--- config.mk ---
export PLATFORM = sky130hd
export DESIGN_NAME = iwu_top
export DESIGN_NICKNAME = d
export VERILOG_FILES = /design/src/design/iwu_sync.v /design/src/design/iwu_wdog.v /design/src/design/iwu_top.v
export VERILOG_INCLUDE_DIRS = /design/src /design/src/pkg
export SDC_FILE = /design/constraint.sdc
export NUM_CORES = 1
export LEC_CHECK = 0
export ABC_AREA = 1
export BUFFER_PORTS_ARGS = -buffer_cell sky130_fd_sc_hd__buf_2
export CORE_MARGIN = 5
export CORE_UTILIZATION = 55
export CTS_CLUSTER_DIAMETER = 120
export DETAILED_ROUTE_END_ITERATION = 8
export PLACE_DENSITY = 0.78
export SYNTH_ARGS = -nofsm -noshare
export SYNTH_HDL_FRONTEND = slang
export SYNTH_SLANG_ARGS = --single-unit
--- constraint.sdc ---
create_clock -name i_ref_clk -period 5.59 [get_ports i_ref_clk]
set_input_delay 0.559 -clock i_ref_clk [delete_from_list [all_inputs] [get_ports i_ref_clk]]
set_output_delay 0.559 -clock i_ref_clk [all_outputs]
set_load 0.01 [all_outputs]
--- src/pkg/iwu_defs.vh ---
// Shared constants of the interrupt and watchdog unit.
`ifndef IWU_DEFS_VH
`define IWU_DEFS_VH
// Fetch addresses handed to the core.
`define IWU_VEC_W       11
`define IWU_VEC_TRAP    11'h001
`define IWU_VEC_HW      11'h008
// Register word indices, byte address is four times the index.
`define IWU_A_FLAG      3'h0
`define IWU_A_EN        3'h1
`define IWU_A_PWR       3'h2
`define IWU_A_PRE       3'h3
`define IWU_A_CFG       3'h4
`define IWU_A_WAKE      3'h5
`define IWU_A_EXT       3'h6
`define IWU_A_STAT      3'h7
// Flag and enable bit positions.
`define IWU_B_T0        0
`define IWU_B_PB        1
`define IWU_B_EXT       2
`define IWU_B_T1        3
`define IWU_B_WDT       6
`define IWU_FLAG_MASK   8'h4f
// Control bit positions.
`define IWU_B_RUN       7
`define IWU_B_PRE_WDT   3
`define IWU_B_CFG_EN    0
`define IWU_B_CFG_IRQ   1
`define IWU_B_PER_LO    2
`define IWU_B_EXT_SEL   0
`define IWU_B_EDGE      1
`define IWU_B_TO_N      4
`define IWU_B_GIE       0
// Reset values.
`define IWU_RST_BYTE    8'h00
`define IWU_RST_PWR     8'h80
// Watchdog base periods in microseconds.
`define IWU_T_WDT0_US   64'd3500
`define IWU_T_WDT1_US   64'd15000
`define IWU_T_WDT2_US   64'd60000
`define IWU_T_WDT3_US   64'd250000
`define IWU_US_PER_S    64'd1000000
// Prescaler ratio base per timeout mechanism.
`define IWU_PRE_BASE_RST 9'h001
`define IWU_PRE_BASE_IRQ 9'h002
`endif

--- src/design/iwu_sync.v ---
// Two-flop synchroniser for signals entering from outside the clock domain.
`default_nettype none
module iwu_sync #(
  parameter W = 1
) (
  input  wire         i_ref_clk,
  input  wire         i_rst_n,
  input  wire [W-1:0] i_async,
  output wire [W-1:0] o_sync
);
  reg [W-1:0] stage1;
  reg [W-1:0] stage2;

  // Only the second stage is visible outside, to contain metastability.
  always @(posedge i_ref_clk or negedge i_rst_n)
  begin
    if (!i_rst_n)
    begin
      stage1 <= {W{1'b0}};
      stage2 <= {W{1'b0}};
    end
    else
    begin
      stage1 <= i_async;
      stage2 <= stage1;
    end
  end

  assign o_sync = stage2;
endmodule // iwu_sync
`default_nettype wire

--- src/design/iwu_wdog.v ---
// Watchdog counter with the shared prescaler.
`default_nettype none
`include "iwu_defs.vh"
module iwu_wdog (
  input  wire        i_ref_clk,
  input  wire        i_rst_n,
  input  wire        i_tick,
  input  wire        i_cfg_en,
  input  wire        i_run_en,
  input  wire        i_irq_mode,
  input  wire [1:0]  i_period_sel,
  input  wire        i_pre_route,
  input  wire [2:0]  i_pre_sel,
  input  wire        i_clear,
  input  wire [31:0] i_lim0,
  input  wire [31:0] i_lim1,
  input  wire [31:0] i_lim2,
  input  wire [31:0] i_lim3,
  output reg         o_timeout
);
  reg  [31:0] cnt;
  reg  [8:0]  pre_cnt;
  reg  [31:0] limit;
  wire [8:0]  ratio;
  wire        pre_last;
  wire        base_tick;
  wire        running;

  // Reset mode divides 1:1..1:128, interrupt mode 1:2..1:256.
  assign ratio = (i_irq_mode ? `IWU_PRE_BASE_IRQ : `IWU_PRE_BASE_RST) << i_pre_sel;
  assign pre_last = (pre_cnt == ratio - 9'h001);
  assign base_tick = i_tick && (!i_pre_route || pre_last);
  assign running = i_cfg_en && i_run_en;

  // Base period choice.
  always @*
  begin
    case (i_period_sel)
      2'h0:    limit = i_lim0;
      2'h1:    limit = i_lim1;
      2'h2:    limit = i_lim2;
      default: limit = i_lim3;
    endcase
  end

  // Clear wins over counting so a clear on a tick edge is never lost.
  always @(posedge i_ref_clk or negedge i_rst_n)
  begin
    if (!i_rst_n)
    begin
      cnt       <= 32'h0;
      pre_cnt   <= 9'h0;
      o_timeout <= 1'b0;
    end
    else if (i_clear)
    begin
      cnt       <= 32'h0;
      pre_cnt   <= 9'h0;
      o_timeout <= 1'b0;
    end
    else
    begin
      o_timeout <= 1'b0;
      if (running && i_tick && i_pre_route)
        pre_cnt <= pre_last ? 9'h0 : pre_cnt + 9'h001;
      if (running && base_tick)
      begin
        if (cnt >= limit - 32'h1)
        begin
          cnt       <= 32'h0;
          o_timeout <= 1'b1;
        end
        else
          cnt <= cnt + 32'h1;
      end
    end
  end
endmodule // iwu_wdog
`default_nettype wire

--- src/design/iwu_top.v ---
// Interrupt control and watchdog unit with an Avalon-MM register slave.
`default_nettype none
`include "iwu_defs.vh"
// Functional notes
// - Soft trap vectors to 0x001, clears global enable
// - Enable/disable instructions set/clear global enable
// - Return instruction sets global enable, resumes
// - Events set sticky flags, cleared by writing 0
// - Flags read set only when enabled
// - Enabled pending flag vectors to 0x008
// - Timer zero overflow sets its flag
// - Timer one underflow sets its flag
// - Enabled input pin change sets change flag
// - External select masks pin zero change
// - Selected pin zero edge sets external flag
// - Watchdog counting gated by run enable
// - Timeout resets or interrupts, clears timeout flag
// - Base period selectable among four values
// - Shared prescaler divides watchdog when routed
// - Clear instruction clears counter, prescaler, sets flag
// - Interrupt mode timeout sets watchdog flag
// - Watchdog runs from its own oscillator
// - Timer zero flag and enable at bit 0
// - Timer one flag and enable at bit 3
// - Halt entry clears watchdog counter
module iwu_top #(
  parameter [63:0] WDT_OSC_HZ = 64'd32768,
  parameter [63:0] WDT_LIM0   = (`IWU_T_WDT0_US * WDT_OSC_HZ + `IWU_US_PER_S - 64'd1) / `IWU_US_PER_S,
  parameter [63:0] WDT_LIM1   = (`IWU_T_WDT1_US * WDT_OSC_HZ + `IWU_US_PER_S - 64'd1) / `IWU_US_PER_S,
  parameter [63:0] WDT_LIM2   = (`IWU_T_WDT2_US * WDT_OSC_HZ + `IWU_US_PER_S - 64'd1) / `IWU_US_PER_S,
  parameter [63:0] WDT_LIM3   = (`IWU_T_WDT3_US * WDT_OSC_HZ + `IWU_US_PER_S - 64'd1) / `IWU_US_PER_S
) (
  input  wire                  i_ref_clk,
  input  wire                  i_reset_n,
  input  wire [4:0]            i_address,
  input  wire                  i_read,
  input  wire                  i_write,
  input  wire [31:0]           i_writedata,
  input  wire [3:0]            i_byteenable,
  output reg  [31:0]           o_readdata,
  output reg                   o_waitrequest,
  input  wire                  i_soft_trap,
  input  wire                  i_irq_enable_instr,
  input  wire                  i_irq_disable_instr,
  input  wire                  i_irq_return_instr,
  input  wire                  i_watchdog_clear_instr,
  input  wire                  i_halt_enter,
  input  wire                  i_tmr_zero_ovf,
  input  wire                  i_tmr_one_udf,
  input  wire [7:0]            i_port_b_pin,
  input  wire [7:0]            i_port_b_is_input,
  input  wire                  i_wdt_osc,
  output reg                   o_vector_valid,
  output reg  [`IWU_VEC_W-1:0] o_vector_addr,
  output reg                   o_resume,
  output reg                   o_global_irq_enable,
  output reg                   o_irq_pending,
  output reg                   o_wdt_reset
);
  // Reset release synchroniser.
  reg        rst_meta;
  reg        rst_n;

  // Software visible state.
  reg [7:0]  irq_flag_reg;
  reg [7:0]  irq_enable_reg;
  reg [7:0]  power_ctrl_reg;
  reg [7:0]  pre_ctrl;
  reg [7:0]  wdt_cfg;
  reg [7:0]  port_b_wake_enable;
  reg [7:0]  ext_ctrl;
  reg        timeout_flag_n;

  // Edge detection history.
  reg [7:0]  pb_prev;
  reg        osc_prev;

  wire [7:0] pb_sync;
  wire       osc_sync;
  wire       wdt_tick;
  wire       wdt_timeout;
  wire       bus_req;
  wire       wr_go;
  wire [2:0] word_idx;
  wire       ext_irq_select;
  wire       ext_edge_sel;
  wire       wdt_irq_mode;
  wire [7:0] change_mask;
  wire       portb_change_evt;
  wire       ext_evt;
  wire [7:0] flag_set;
  wire [7:0] flag_seen;
  wire       hw_request;
  reg  [31:0] next_readdata;
  reg  [7:0]  next_flags;

  // The rest of the design sees a reset whose release is clean.
  always @(posedge i_ref_clk or negedge i_reset_n)
  begin
    if (!i_reset_n)
    begin
      rst_meta <= 1'b0;
      rst_n    <= 1'b0;
    end
    else
    begin
      rst_meta <= 1'b1;
      rst_n    <= rst_meta;
    end
  end

  // Port B pins and the watchdog oscillator come from outside the clock.
  iwu_sync #(.W(8)) u_pb_sync (
    .i_ref_clk (i_ref_clk),
    .i_rst_n   (rst_n),
    .i_async   (i_port_b_pin),
    .o_sync    (pb_sync)
  );

  iwu_sync #(.W(1)) u_osc_sync (
    .i_ref_clk (i_ref_clk),
    .i_rst_n   (rst_n),
    .i_async   (i_wdt_osc),
    .o_sync    (osc_sync)
  );

  // History of synchronised inputs for edge and change detection.
  always @(posedge i_ref_clk or negedge rst_n)
  begin
    if (!rst_n)
    begin
      pb_prev  <= 8'h00;
      osc_prev <= 1'b0;
    end
    else
    begin
      pb_prev  <= pb_sync;
      osc_prev <= osc_sync;
    end
  end

  // Each rising edge of the free-running oscillator is one watchdog tick.
  // It is sampled, not used as a clock, so the oscillator must stay well
  // below half the system clock rate.
  assign wdt_tick = osc_sync && !osc_prev;

  assign ext_irq_select = ext_ctrl[`IWU_B_EXT_SEL];
  assign ext_edge_sel   = ext_ctrl[`IWU_B_EDGE];
  assign wdt_irq_mode   = wdt_cfg[`IWU_B_CFG_IRQ];

  // Pin zero leaves the change group while it serves the external edge.
  assign change_mask = port_b_wake_enable & i_port_b_is_input &
                       {7'h7f, !ext_irq_select};
  assign portb_change_evt = |((pb_sync ^ pb_prev) & change_mask);

  // One means rising edge, zero falling edge.
  assign ext_evt = ext_irq_select &&
                   (ext_edge_sel ? (pb_sync[0] && !pb_prev[0])
                                 : (!pb_sync[0] && pb_prev[0]));

  // Hardware events that set flags this cycle.
  assign flag_set = ({7'h00, i_tmr_zero_ovf} << `IWU_B_T0) |
                    ({7'h00, portb_change_evt} << `IWU_B_PB) |
                    ({7'h00, ext_evt} << `IWU_B_EXT) |
                    ({7'h00, i_tmr_one_udf} << `IWU_B_T1) |
                    ({7'h00, wdt_timeout && wdt_irq_mode} << `IWU_B_WDT);

  // Flags appear to software and to the core only through their enables.
  assign flag_seen  = irq_flag_reg & irq_enable_reg;
  assign hw_request = |flag_seen;

  // Bus decode.
  assign bus_req  = i_read || i_write;
  assign wr_go    = i_write && !o_waitrequest && i_byteenable[0];
  assign word_idx = i_address[4:2];

  // Watchdog counter and prescaler.
  iwu_wdog u_wdog (
    .i_ref_clk    (i_ref_clk),
    .i_rst_n      (rst_n),
    .i_tick       (wdt_tick),
    .i_cfg_en     (wdt_cfg[`IWU_B_CFG_EN]),
    .i_run_en     (power_ctrl_reg[`IWU_B_RUN]),
    .i_irq_mode   (wdt_irq_mode),
    .i_period_sel (wdt_cfg[`IWU_B_PER_LO+1:`IWU_B_PER_LO]),
    .i_pre_route  (pre_ctrl[`IWU_B_PRE_WDT]),
    .i_pre_sel    (pre_ctrl[2:0]),
    .i_clear      (i_watchdog_clear_instr || i_halt_enter),
    .i_lim0       (WDT_LIM0[31:0]),
    .i_lim1       (WDT_LIM1[31:0]),
    .i_lim2       (WDT_LIM2[31:0]),
    .i_lim3       (WDT_LIM3[31:0]),
    .o_timeout    (wdt_timeout)
  );

  // Flag update: a write of 0 clears, a write of 1 keeps, and an event in
  // the same cycle as the clearing write wins.
  always @*
  begin
    next_flags = irq_flag_reg;
    if (wr_go && word_idx == `IWU_A_FLAG)
      next_flags = irq_flag_reg & i_writedata[7:0];
    next_flags = (next_flags | flag_set) & `IWU_FLAG_MASK;
  end

  // Read data multiplexer; unmapped bits read as zero.
  always @*
  begin
    next_readdata = 32'h0;
    case (word_idx)
      `IWU_A_FLAG: next_readdata[7:0] = flag_seen;
      `IWU_A_EN:   next_readdata[7:0] = irq_enable_reg;
      `IWU_A_PWR:  next_readdata[7:0] = power_ctrl_reg;
      `IWU_A_PRE:  next_readdata[7:0] = pre_ctrl;
      `IWU_A_CFG:  next_readdata[7:0] = wdt_cfg;
      `IWU_A_WAKE: next_readdata[7:0] = port_b_wake_enable;
      `IWU_A_EXT:  next_readdata[7:0] = ext_ctrl;
      `IWU_A_STAT:
      begin
        next_readdata[`IWU_B_TO_N] = timeout_flag_n;
        next_readdata[`IWU_B_GIE]  = o_global_irq_enable;
      end
      default:     next_readdata = 32'h0;
    endcase
  end

  // Bus slave: every access waits exactly one cycle, then completes.
  always @(posedge i_ref_clk or negedge rst_n)
  begin
    if (!rst_n)
    begin
      o_waitrequest <= 1'b1;
      o_readdata    <= 32'h0;
    end
    else if (bus_req && o_waitrequest)
    begin
      o_waitrequest <= 1'b0;
      o_readdata    <= next_readdata;
    end
    else
    begin
      o_waitrequest <= 1'b1;
    end
  end

  // Control registers written by software.
  always @(posedge i_ref_clk or negedge rst_n)
  begin
    if (!rst_n)
    begin
      irq_flag_reg       <= `IWU_RST_BYTE;
      irq_enable_reg     <= `IWU_RST_BYTE;
      power_ctrl_reg     <= `IWU_RST_PWR;
      pre_ctrl           <= `IWU_RST_BYTE;
      wdt_cfg            <= `IWU_RST_BYTE;
      port_b_wake_enable <= `IWU_RST_BYTE;
      ext_ctrl           <= `IWU_RST_BYTE;
    end
    else
    begin
      irq_flag_reg <= next_flags;
      if (wr_go)
      begin
        case (word_idx)
          `IWU_A_EN:   irq_enable_reg     <= i_writedata[7:0] & `IWU_FLAG_MASK;
          `IWU_A_PWR:  power_ctrl_reg     <= i_writedata[7:0];
          `IWU_A_PRE:  pre_ctrl           <= i_writedata[7:0];
          `IWU_A_CFG:  wdt_cfg            <= i_writedata[7:0];
          `IWU_A_WAKE: port_b_wake_enable <= i_writedata[7:0];
          `IWU_A_EXT:  ext_ctrl           <= i_writedata[7:0];
          default:     ext_ctrl           <= ext_ctrl;
        endcase
      end
    end
  end

  // Timeout status: low after expiry, back high on clear or halt entry.
  // Expiry wins if it lands in the same cycle as a clear.
  always @(posedge i_ref_clk or negedge rst_n)
  begin
    if (!rst_n)
      timeout_flag_n <= 1'b1;
    else if (wdt_timeout)
      timeout_flag_n <= 1'b0;
    else if (i_watchdog_clear_instr || i_halt_enter)
      timeout_flag_n <= 1'b1;
  end

  // Reset-mode expiry asks the system for a one-cycle reset pulse.
  always @(posedge i_ref_clk or negedge rst_n)
  begin
    if (!rst_n)
      o_wdt_reset <= 1'b0;
    else
      o_wdt_reset <= wdt_timeout && !wdt_irq_mode;
  end

  // Global enable and vectoring. The trap wins over everything; a hardware
  // vector clears the global enable at once, so it fires a single pulse
  // even while the flag stays set.
  always @(posedge i_ref_clk or negedge rst_n)
  begin
    if (!rst_n)
    begin
      o_global_irq_enable <= 1'b0;
      o_vector_valid      <= 1'b0;
      o_vector_addr       <= `IWU_VEC_TRAP;
      o_resume            <= 1'b0;
      o_irq_pending       <= 1'b0;
    end
    else
    begin
      o_vector_valid <= 1'b0;
      o_resume       <= 1'b0;
      o_irq_pending  <= hw_request;
      if (i_soft_trap)
      begin
        o_vector_valid      <= 1'b1;
        o_vector_addr       <= `IWU_VEC_TRAP;
        o_global_irq_enable <= 1'b0;
      end
      else if (i_irq_return_instr)
      begin
        o_resume            <= 1'b1;
        o_global_irq_enable <= 1'b1;
      end
      else if (i_irq_enable_instr)
        o_global_irq_enable <= 1'b1;
      else if (i_irq_disable_instr)
        o_global_irq_enable <= 1'b0;
      else if (hw_request && o_global_irq_enable)
      begin
        o_vector_valid      <= 1'b1;
        o_vector_addr       <= `IWU_VEC_HW;
        o_global_irq_enable <= 1'b0;
      end
    end
  end
endmodule // iwu_top
`default_nettype wire

# ---- Word level (Yosys, flattened, before mapping)
# Cells that the tools add are included.
dict set report op_classes {
  n_addsub 4
  n_mul 0
  n_div 0
  n_lt_le_gt_ge 1
  n_eq_ne 13
  shifts 1
  n_mux 37
  bitwise_logic 11
  reduce_logical 42
}
# operator count
set ops {}
lappend ops {{32-bit 2-to-1 mux} 3}
lappend ops {{11-bit 2-to-1 mux} 5}
lappend ops {{14-bit case mux with 3 select lines} 1}
lappend ops {{3-bit case mux with 7 select lines} 2}
lappend ops {{32-bit by 1-bit adder with 32-bit output (second input constant)} 1}
lappend ops {{32-bit greater-or-equal comparator} 1}
lappend ops {{9-bit 2-to-1 mux} 3}
lappend ops {{8-bit bitwise AND} 3}
lappend ops {{1-bit 2-to-1 mux} 19}
lappend ops {{1-bit logical AND} 16}
lappend ops {{1-bit case mux with 8 select lines} 2}
lappend ops {{8-bit OR reduction} 2}
lappend ops {{14-bit by 1-bit subtractor with 15-bit output (second input constant)} 1}
lappend ops {{7-bit bitwise AND} 2}
lappend ops {{3-bit equality test (second input constant)} 4}
lappend ops {{2-bit AND reduction} 6}
lappend ops {{9-bit by 1-bit adder with 9-bit output (second input constant)} 1}
lappend ops {{9-bit equality test} 1}
lappend ops {{9-bit by 3-bit left shift with 9-bit output} 1}
lappend ops {{9-bit by 1-bit subtractor with 9-bit output (second input constant)} 1}
lappend ops {{2-bit nonzero test} 4}
lappend ops {{8-bit bitwise XOR} 1}
lappend ops {{1-bit zero test} 7}
lappend ops {{7-bit 2-to-1 mux} 1}
lappend ops {{other kinds (16)} 21}
dict set report totals {
  reg_bits 147
  latchBits 0
  mem_bits_rw 0
  romBits 0
  input_bits 70
  out_inout_bits 49
  word_cells 136
  memories 0
}

# ---- Depth between registers and ports, before layout
# Gate-level depths: netlist (run 1).
dict set report depth {
  ltp_word 9
  depth_mapped 20
  mapped_depth_nobuf 19
}

# ---- By module
# A second synthesis (run 1) with hierarchy kept.
dict set report unflattened {
  hier_cells 1475
  hier_area_um2 10131.0
}
# module n_inst cells_per_inst area_per_inst_um2 seq_area_each_um2
set by_module_without_submodules {}
lappend by_module_without_submodules {iwu_wdog 1 1001 5815.6 1051.0}
lappend by_module_without_submodules {iwu_top 1 456 3865.0 1956.9}
lappend by_module_without_submodules {{iwu_sync (u_pb_sync)} 1 16 400.4 400.4}
lappend by_module_without_submodules {{iwu_sync (u_osc_sync)} 1 2 50.0 50.0}

# ---- Least setup slack after synthesis (run 1)
# OpenSTA, ideal clock, no wires.
dict set report synth_path {
  path_kind {reg2reg}
  from {register wdt_cfg[1]}
  to {register u_wdog.cnt[26]}
  setup_time_ps 115
  arrival_time_ps 2306
  required_ps 5475
  path_slack_ps 3169
  stages_incl_launch_ff 18
  n_path_buf 1
  synth_period_minus_slack_ps 2421
  cell_sequence {dfrtp_1 > inv_1 > ha_1 > nand3_2 > ha_1 > xor2_1 > nand2_1 > nor2_1 > nand2_1 > nor2_1 > nand2_1 > nor2_4 > nand3_4 > nand2_4 > nand2_4 > nand2_8 > buf_12 > nor2_2}
}
dict set report synth_via {
  elab_chain_len 8
}
# element line
set synth_lines {}
lappend synth_lines {{start, declared} iwu_top.v:69} ;# reg [7:0] wdt_cfg;
lappend synth_lines {{start signal, assigned} iwu_top.v:255} ;# wdt_cfg <= `IWU_RST_BYTE;
lappend synth_lines {{start signal, assigned} iwu_top.v:268} ;# `IWU_A_CFG: wdt_cfg <= i_writedata[7:0];
lappend synth_lines {{2-bit 2-to-1 mux (no source line)} -}
lappend synth_lines {{9-bit by 3-bit left shift with 9-bit output} iwu_wdog.v:30} ;# assign ratio = (i_irq_mode ? `IWU_PRE_BASE_IRQ : `IWU_PRE_BASE_RST) << i_pre_sel;
lappend synth_lines {{9-bit by 1-bit subtractor with 9-bit output} iwu_wdog.v:31} ;# assign pre_last = (pre_cnt == ratio - 9'h001);
lappend synth_lines {{9-bit equality test} iwu_wdog.v:31}
lappend synth_lines {{1-bit logical OR} iwu_wdog.v:32} ;# assign base_tick = i_tick && (!i_pre_route || pre_last);
lappend synth_lines {{1-bit logical AND} iwu_wdog.v:32}
lappend synth_lines {{1-bit logical AND} iwu_wdog.v:66} ;# if (running && base_tick)
lappend synth_lines {{2-bit nonzero test (no source line)} -}
lappend synth_lines {{end signal, assigned} iwu_wdog.v:74} ;# cnt <= cnt + 32'h1;
lappend synth_lines {{end, declared} iwu_wdog.v:21} ;# reg [31:0] cnt;
# No other way between the ends.
# A chain may end at the register's enable or synchronous reset.

# ---- Worst setup path in the final report (run 1)
dict set report layout_path {
  from {register wdt_cfg[2]}
  to {register u_wdog.cnt[1]}
}
dict set report layout_via {
  elab_chain_len 7
  word_cells_on_any_way 9
  classes_between {1 x add/sub; 1 x order compare; 2 x eq/ne; 4 x mux; 1 x reduce/logical}
}
# element line
set layout_lines {}
lappend layout_lines {{2-bit equality test, or another cell as far along} iwu_wdog.v:38} ;# case (i_period_sel)
lappend layout_lines {{14-bit case mux with 3 select lines (*)} iwu_wdog.v:38}
lappend layout_lines {{14-bit by 1-bit subtractor with 15-bit output (*)} iwu_wdog.v:68} ;# if (cnt >= limit - 32'h1)
lappend layout_lines {{32-bit greater-or-equal comparator (*)} iwu_wdog.v:68}
lappend layout_lines {{32-bit 2-to-1 mux (*)} iwu_wdog.v:68}
lappend layout_lines {{32-bit 2-to-1 mux (*)} iwu_wdog.v:66}
lappend layout_lines {{32-bit 2-to-1 mux (*)} iwu_wdog.v:55} ;# else if (i_clear)
# Every way passes the cells marked *; elsewhere a longest branch is shown, timed or not. The select of a mux whose other input is x is not followed.

==> flow_summary.json, run 1 <==
{
  "detail_route.drc_violations": 0,
  "synth_top_area_share": 0.481,
  "yosys_warnings": 0,
  "clk_transition_reported_paths_ps": 60,
  "timing.slew.headroom": 0.293,
  "cts_hold_repair.buffers": 1,
  "drt_iter0_drc": 507,
  "largest_family_of_logic_cells_by_synthesized_area": "simple AND/OR/NAND/NOR gates",
  "dr_wl_met2_um": 6780,
  "finClkSkew_ps": 9.04,
  "yosys_register_bits": 138,
  "share_seq_of_total_power": 0.426,
  "setup_tns_ps": 0,
  "global_route.overflow_total": 0,
  "core_area_mm2": 0.0125,
  "grtUsageTotal": 0.209,
  "areaGrowthSynthToFinish_pct": 12.9,
  "yosys-mux-area-fraction": 0,
  "cp-end-kind": "flip-flop",
  "cellLeakagePower_nw": 3.86,
  "numClockSinks": 138,
  "wirelength_met1_um": 6730,
  "worst_path_max_delay_cell": "sky130_fd_sc_hd__nand4_1",
  "post_route_cells_drive_above_1_share": 0.145,
  "setup-violations-final": 0,
  "grt_start_max_net_pins": 80,
  "port_buffers": 56,
  "wl_per_cell_um": 13.9,
  "achievable_frequency_mhz": 347,
  "top_level_pins": 119,
  "final_antenna_net_count": 0,
  "syn_avg_cell_area_um2": 8.70,
  "grt_pass1_vias": 5180,
  "part_of_the_power_in_the_clock_network": 0.408,
  "maxUsedRoutingLayer": "met4",
  "leading_cell_type_by_number_of_instances_after_synthesis": "sky130_fd_sc_hd__nand2_1",
  "max_stage_delay_ps": 540,
  "syn_std_cell_area_mm2": 0.00697,
  "synth_sequential_area_ratio": 0.496,
  "worstPathMaxFanout": 16,
  "register_name_with_the_most_flops": "u_wdog.cnt",
  "clk_path_buf_depth": 2,
  "largest_register_ffs": 32,
  "synth-async-reset-ratio": 1.00,
  "synth-compound-area-share": 0.0903,
  "holdCritPathClass": "input pin to flip-flop",
  "nets": 956,
  "peakVddDrop_mv": 0.396,
  "met3_wirelength_um": 773,
  "vias": 5473,
  "combinationalPowerShare": 0.166,
  "postCtsSetupBuffers": 0,
  "worstPathArrival_ps": 3240,
  "dr.pass1.iters": 5,
  "clk_latency_ps": 430,
  "cts.htree.levels": 4,
  "core.rowCount": 41,
  "synth_fa_ha_area_frac": 0.0449,
  "timing.final.crit_share": 0.516,
  "die_width_um": 123,
  "die_height_um": 123,
  "setup.worst_path.start_class": "flip-flop",
  "critPathBufInv": 0,
  "slew_of_the_pin_with_the_lowest_slew_margin_ps": 1050,
  "clock-root-buffer": "sky130_fd_sc_hd__clkbuf_16",
  "switchingPower_w": 0.000825,
  "synth.lib_cells_used.distinct": 44,
  "place.gp.congestion": 0.921,
  "critPathTopFamily": "simple AND/OR/NAND/NOR gates",
  "status": "complete, no violations",
  "start_util": 0.557,
  "crit_path_cell_trace": "ha_1 > xor2_1 > ha_1 > a21oi_1 > nor2_1 > nor3_1 > nand2_1 > nand2_1 > nand4_1 > nor2_1 > nand4_1 > nand2_1",
  "top_regs": "u_wdog.cnt (32), u_wdog.pre_cnt (9)",
  "drv.max_cap_violation_count": 0,
  "synth_simple_gate_area_share": 0.242,
  "die_area_mm2": 0.0150,
  "period_needed_ps": 2880,
  "antenna_found_initial": 0,
  "final_hold_violation_count": 0,
  "cts-buffers-inserted": 17,
  "switching_fraction": 0.295,
  "yosys.area_share.xor_xnor": 0.0302,
  "critical_path_required_ps": 5950,
  "syn-instance-count": 801,
  "yosys.area.top_type": "sky130_fd_sc_hd__dfrtp_1",
  "cts_resized": 0,
  "detailedPlacementHpwl_um": 10200,
  "internal-power_w": 0.00197,
  "criticalPathCategory": "flip-flop to flip-flop",
  "slew_viol_final": 0,
  "routed_via_density": 5.23,
  "finalWirelength_um": 14600,
  "insertedDiodeCount": 0,
  "synth.top_cells.by_count": "sky130_fd_sc_hd__nand2_1 (196), sky130_fd_sc_hd__dfrtp_1 (134), sky130_fd_sc_hd__inv_1 (75)",
  "power_density_mw_per_mm2": 356,
  "rsz_0062_raised_after_global_routing": "no",
  "grt_first_pass_wirelength_um": 24700,
  "edff_count_synth": 0,
  "top_reg_cell_synth": "sky130_fd_sc_hd__dfrtp_1",
  "totalPowerFinal_w": 0.00280,
  "synth.area.top_cells": "sky130_fd_sc_hd__dfrtp_1 (48%), sky130_fd_sc_hd__nand2_1 (11%), sky130_fd_sc_hd__o21ai_0 (4.7%), sky130_fd_sc_hd__ha_1 (4.5%), sky130_fd_sc_hd__inv_1 (4.0%)",
  "cts_tree": "done",
  "crit_path_frequent_cell": "sky130_fd_sc_hd__nand2_1"
}
metal layers:
layer,global-route usage,vias to the layer above
li1,-,2676
met1,0.289,2623
met2,0.324,150
met3,0.0488,24
met4,0.0784,0
met5,0,-
through the flow:
stage	instances	hold WS, ps	utilization	worst slack, ps	cell area (µm²)
after floorplan	833	263	-	1470	7090
after global placement	1013	332	0.579	2740	7250
after detailed placement	1013	335	0.579	2710	7250
after CTS	1046	228	0.628	2670	7860
after global routing	1046	228	0.628	2370	7860
final	1046	237	0.628	2710	7860
final timing paths:
path | cells after the start | startpoint | endpoint | slack, ps
max in group asynchronous | 1 | rst_n | irq_enable_reg[3] | 3850
worst max register to register | 12 | wdt_cfg[2] | u_wdog.cnt[1] | 2710
worst max-delay path | 12 | wdt_cfg[2] | u_wdog.cnt[1] | 2710
worst min register to register | 0 | u_pb_sync.stage1[0] | u_pb_sync.o_sync[0] | 350
worst min-delay path | 1 | i_wdt_osc | u_osc_sync.stage1 | 240
min in group asynchronous | 2 | i_reset_n | rst_n | 450
worst reg2reg max path, cell delays in order, from the launching register on:
cell                      delay, ps
sky130_fd_sc_hd__dfrtp_1        440
sky130_fd_sc_hd__ha_1           300
sky130_fd_sc_hd__xor2_1         250
sky130_fd_sc_hd__ha_1           290
sky130_fd_sc_hd__a21oi_1        160
sky130_fd_sc_hd__nor2_1          50
sky130_fd_sc_hd__nor3_1         150
sky130_fd_sc_hd__nand2_1         70
sky130_fd_sc_hd__nand2_1         50
sky130_fd_sc_hd__nand4_1        540
sky130_fd_sc_hd__nor2_1         300
sky130_fd_sc_hd__nand4_1        130
sky130_fd_sc_hd__nand2_1         90
power groups by stage:
| stage | logic [W] | clock network, W | registers [W] |
|---|---|---|---|
| after floorplan | 0.000369 | 0 | 0.00119 |
| after detailed placement | 0.000461 | 0 | 0.00121 |
| after global routing | 0.000537 | 0.00121 | 0.00121 |
| final | 0.000465 | 0.00114 | 0.00119 |
| after global placement | 0.000450 | 0 | 0.00120 |
| after CTS | 0.000466 | 0.00116 | 0.00119 |
logic make-up (layout without fill, tap and decap cells):
kind of cell,after synthesis,count (layout)
simple gates,374,374
flops,138,138
buf+inv,129,170
compound gates,109,109
fa+ha+maj,25,25
xor+xnor,24,24
other cells,2,34
cells in the final DEF, fill, tap and decap left out, types with 21 or more instances in the layout:
cell                      netlist  routed
sky130_fd_sc_hd__buf_2          1      56
sky130_fd_sc_hd__nand3_1       50      50
sky130_fd_sc_hd__nor2_1        62      61
sky130_fd_sc_hd__inv_1         75      75
sky130_fd_sc_hd__nand2_1      196     196
sky130_fd_sc_hd__dfrtp_1      134     133
sky130_fd_sc_hd__ha_1          25      25
sky130_fd_sc_hd__o21ai_0       65      64
sky130_fd_sc_hd__nand4_1       21      21
sky130_fd_sc_hd__conb_1         2      34
cell type report:
cell class	count	area [µm²]
clock buffer	19	433
inverter	78	303
timing repair buffer	60	313
tap	172	215
fill	1070	4650
clock inverter	13	168
multi-input combinational	566	2970
sequential	138	3460
Note: power is estimated with default switching activity, not from simulation.
==> inputs of run 2 (changes only) <==
--- a/config.mk
+++ b/config.mk
@@ -6,7 +6,7 @@
 export SDC_FILE = /design/constraint.sdc
 export NUM_CORES = 1
 export LEC_CHECK = 0
-export ABC_AREA = 1
+export ABC_AREA = 0
 export BUFFER_PORTS_ARGS = -buffer_cell sky130_fd_sc_hd__buf_2
 export CORE_MARGIN = 5
 export CORE_UTILIZATION = 55
==> constraint.sdc (replaced) <==
create_clock -name i_ref_clk -period 2.8 [get_ports i_ref_clk]
set_input_delay 0.28 -clock i_ref_clk [delete_from_list [all_inputs] [get_ports i_ref_clk]]
set_output_delay 0.28 -clock i_ref_clk [all_outputs]
set_load 0.01 [all_outputs]
==> run 2 against run 1 <==
The flow now finishes with violations (negative setup slack). Synthesized cell count fell by 22%. Via count fell by 4.6%. Sequential power rose by 99%. Cell count fell by 13%. Core utilization rose by 6.0 points. Combinational power rose to 2.9 times the previous value. First-iteration DRC count rose by 0.59%. Global-route usage rose by 1.6 points. Sequential cell count did not move. Critical endpoint is now u_wdog.cnt[6]. Largest cell class unchanged. Largest power group unchanged.
==> flow_summary.json, run 2 <==
{
  "yosys_register_bits": 138,
  "criticalPathCategory": "flip-flop to flip-flop",
  "syn-instance-count": 621,
  "synth_sequential_area_ratio": 0.500,
  "period_needed_ps": 2910,
  "worst_hold_path.endpoint": "irq_flag_reg[0]",
  "mostFrequentLayoutCell": "sky130_fd_sc_hd__dfrtp_1",
  "wl_per_cell_um": 18.0,
  "finClkSkew_ps": 10.3,
  "insertedDiodeCount": 0,
  "dr.pass1.iters": 8,
  "critical_path_required_ps": 3100,
  "clock-root-buffer": "sky130_fd_sc_hd__clkbuf_16",
  "setup-violations-final": 38,
  "status": "complete, but fails checks",
  "switchingPower_w": 0.00168,
  "synth_top_area_share": 0.485,
  "setup_tns_ps": -1410,
  "nets": 819,
  "worstPathArrival_ps": 3210,
  "syn_std_cell_area_mm2": 0.00692,
  "timing.rr.start": "wdt_cfg[1]",
  "cts_tree": "done",
  "start_util": 0.555,
  "synth.area.top_cells": "sky130_fd_sc_hd__dfrtp_1 (48%), sky130_fd_sc_hd__mux2_2 (8.5%), sky130_fd_sc_hd__ha_1 (4.5%), sky130_fd_sc_hd__buf_4 (3.8%), sky130_fd_sc_hd__nand2_1 (2.1%)",
  "internal-power_w": 0.00425,
  "slew_of_the_pin_with_the_lowest_slew_margin_ps": 1050,
  "finish.utilization": 0.688,
  "die_area_mm2": 0.0149,
  "hold_path_startpoint": "i_tmr_zero_ovf",
  "clk_transition_reported_paths_ps": 60,
  "grt_start_max_net_pins": 99,
  "finalWorstSetupSlack_ps": -111,
  "r2r-end": "u_wdog.cnt[6]",
  "achievable_frequency_mhz": 344,
  "routed_via_density": 5.74,
  "yosys_warnings": 0,
  "part_of_the_power_in_the_clock_network": 0.375,
  "die_width_um": 122,
  "detail_route.drc_violations": 0,
  "grt_first_pass_wirelength_um": 26100,
  "mostFrequentLayoutCells": "sky130_fd_sc_hd__dfrtp_1 (131), sky130_fd_sc_hd__buf_2 (56), sky130_fd_sc_hd__mux2_2 (52)",
  "cts.htree.levels": 4,
  "top_level_pins": 119,
  "detailedPlacementHpwl_um": 10600,
  "core.rowCount": 41,
  "power_density_mw_per_mm2": 691,
  "synth.lib_cells_used.distinct": 66,
  "drv.max_cap_violation_count": 0,
  "port_buffers": 56,
  "nFillCells": 911,
  "rsz_0062_raised_after_global_routing": "yes",
  "syn_avg_cell_area_um2": 11.1,
  "clk_path_buf_depth": 2,
  "post_route_cells_drive_above_1_share": 0.345,
  "cts-buffers-inserted": 17,
  "grtUsageTotal": 0.225,
  "timing.slew.headroom": 0.291,
  "place.gp.congestion": 0.860,
  "timing.final.crit_share": 1.04,
  "areaGrowthSynthToFinish_pct": 24.0,
  "synth-async-reset-ratio": 1.00,
  "holdCritPathClass": "input pin to flip-flop",
  "violations": "negative setup slack",
  "worstPathMaxFanout": 4,
  "finalWirelength_um": 16400,
  "top_regs": "u_wdog.cnt (32), u_wdog.pre_cnt (9)",
  "cp-end-kind": "flip-flop",
  "worst-r2r-setup-slack_ps": -110,
  "final_hold_violation_count": 0,
  "final_antenna_net_count": 0,
  "global_route.overflow_total": 0,
  "setup.worst_path.start_class": "flip-flop",
  "grt_pass1_vias": 5265,
  "top_reg_cell_synth": "sky130_fd_sc_hd__dfrtp_1",
  "numClockSinks": 138,
  "clk_latency_ps": 410,
  "die_height_um": 122,
  "register_name_with_the_most_flops": "u_wdog.cnt",
  "slew_viol_final": 0,
  "combinationalPowerShare": 0.225,
  "worstRegToRegCells": 14,
  "vias": 5221,
  "core_area_mm2": 0.0125,
  "edff_count_synth": 0,
  "switching_fraction": 0.284,
  "synth.top_cells.by_count": "sky130_fd_sc_hd__dfrtp_1 (134), sky130_fd_sc_hd__mux2_2 (52), sky130_fd_sc_hd__nand2_1 (39)",
  "yosys.area.top_type": "sky130_fd_sc_hd__dfrtp_1",
  "largest_register_ffs": 32,
  "drt_iter0_drc": 510,
  "cellLeakagePower_nw": 3.97,
  "peakVddDrop_mv": 0.544,
  "timing.hold.worst_path_depth": 2,
  "leading_cell_type_by_number_of_instances_after_synthesis": "sky130_fd_sc_hd__dfrtp_1",
  "share_seq_of_total_power": 0.400,
  "antenna_found_initial": 1
}
==> run 2: changes by cell type in the layout (fill, tap and decap cells not counted), sizes merged, moves of 39 or more <==
cell   before  now
nand2     202   39
inv        80   13
mux2        0   52
nor2       78   29
buf        59  100
o21ai      65   26
==> run 2: timing repair <==
item,CTS,global route
cloned,1,1
hold buffers,10,0
setup buffers,5,4
pin swaps,9,29
endpoints found under the hold margin,11,0
setup endpoints to repair,34,42
gates resized for setup,26,48
==> run 2: cell families after synthesis <==
family | synth area share
compound gates | 0.127
xor+xnor | 0.0331
fa+ha+maj | 0.0452
buf+inv | 0.0588
flops | 0.500
mux | 0.0933
other cells | 0.00109
simple gates | 0.142
==> run 2: final cells by class <==
cell class | instances | area [µm²] | share of cell area
multi-input cells | 444 | 3460 | 0.403
inverters | 12 | 45.0 | 0.00525
well taps | 172 | 215 | 0.0251
repair buffers | 111 | 791 | 0.0922
clock buffers | 24 | 522 | 0.0608
clock inverters | 8 | 82.6 | 0.00963
flip-flops and latches | 138 | 3460 | 0.404
==> run 2: routing by layer <==
metal / global-route usage / wire (µm) / vias to the layer above
met2: 0.376 / 8380 / 214
li1: - / - / 2382
met4: 0.0749 / 202 / 2
met3: 0.0576 / 1070 / 23
met5: 0 / 13 / -
met1: 0.288 / 6730 / 2600
==> run 2: power by group through the flow <==
stage / clock (W) / combinational [W] / sequential, W
2_1_floorplan: 0 / 0.000813 / 0.00238
3_3_place_gp: 0 / 0.00109 / 0.00238
3_5_place_dp: 0 / 0.00115 / 0.00239
4_1_cts: 0.00225 / 0.00125 / 0.00237
5_1_grt: 0.00235 / 0.00145 / 0.00240
6_report: 0.00222 / 0.00134 / 0.00237
==> run 2: through the flow <==
| stage | std cells | instance area [µm²] | setup WS, ps | total power, W | hold WS (ps) |
|---|---|---|---|---|---|
| 4_1_cts | 904 | 8390 | -85.8 | 0.00587 | 39.7 |
| 2_1_floorplan | 653 | 7120 | -119 | 0.00319 | -15.6 |
| 5_1_grt | 909 | 8580 | -223 | 0.00620 | 42.9 |
| 6_report | 909 | 8580 | -111 | 0.00593 | 53.0 |
| 3_3_place_gp | 856 | 7520 | -72.3 | 0.00347 | 65.3 |
| 3_5_place_dp | 856 | 7520 | -165 | 0.00354 | 67.4 |
==> run 2: critical path, cell delays in order (launching register included) <==
cell                       delay (ps)
sky130_fd_sc_hd__dfrtp_1          390
sky130_fd_sc_hd__inv_2             80
sky130_fd_sc_hd__ha_4             140
sky130_fd_sc_hd__nor3b_4          200
sky130_fd_sc_hd__inv_2             60
sky130_fd_sc_hd__ha_4             170
sky130_fd_sc_hd__xnor2_2          130
sky130_fd_sc_hd__or3_1            390
sky130_fd_sc_hd__a211oi_2         190
sky130_fd_sc_hd__nor4b_4          270
sky130_fd_sc_hd__buf_4            170
sky130_fd_sc_hd__buf_6            110
sky130_fd_sc_hd__a21oi_4           70
sky130_fd_sc_hd__a211o_1          240
sky130_fd_sc_hd__a32o_1           200
==> run 2: worst max path at each step <==
stage,slack (ps),cells after the start,start,end
2_1_floorplan,-120,14,wdt_cfg[1],u_wdog.cnt[8]
3_3_place_gp,-70,13,pre_ctrl[0],u_wdog.cnt[3]
3_5_place_dp,-170,10,wdt_cfg[2],u_wdog.cnt[13]
4_1_cts,-90,13,wdt_cfg[1],u_wdog.cnt[13]
5_1_grt,-220,13,wdt_cfg[1],u_wdog.cnt[13]
6_report,-110,14,wdt_cfg[1],u_wdog.cnt[6]
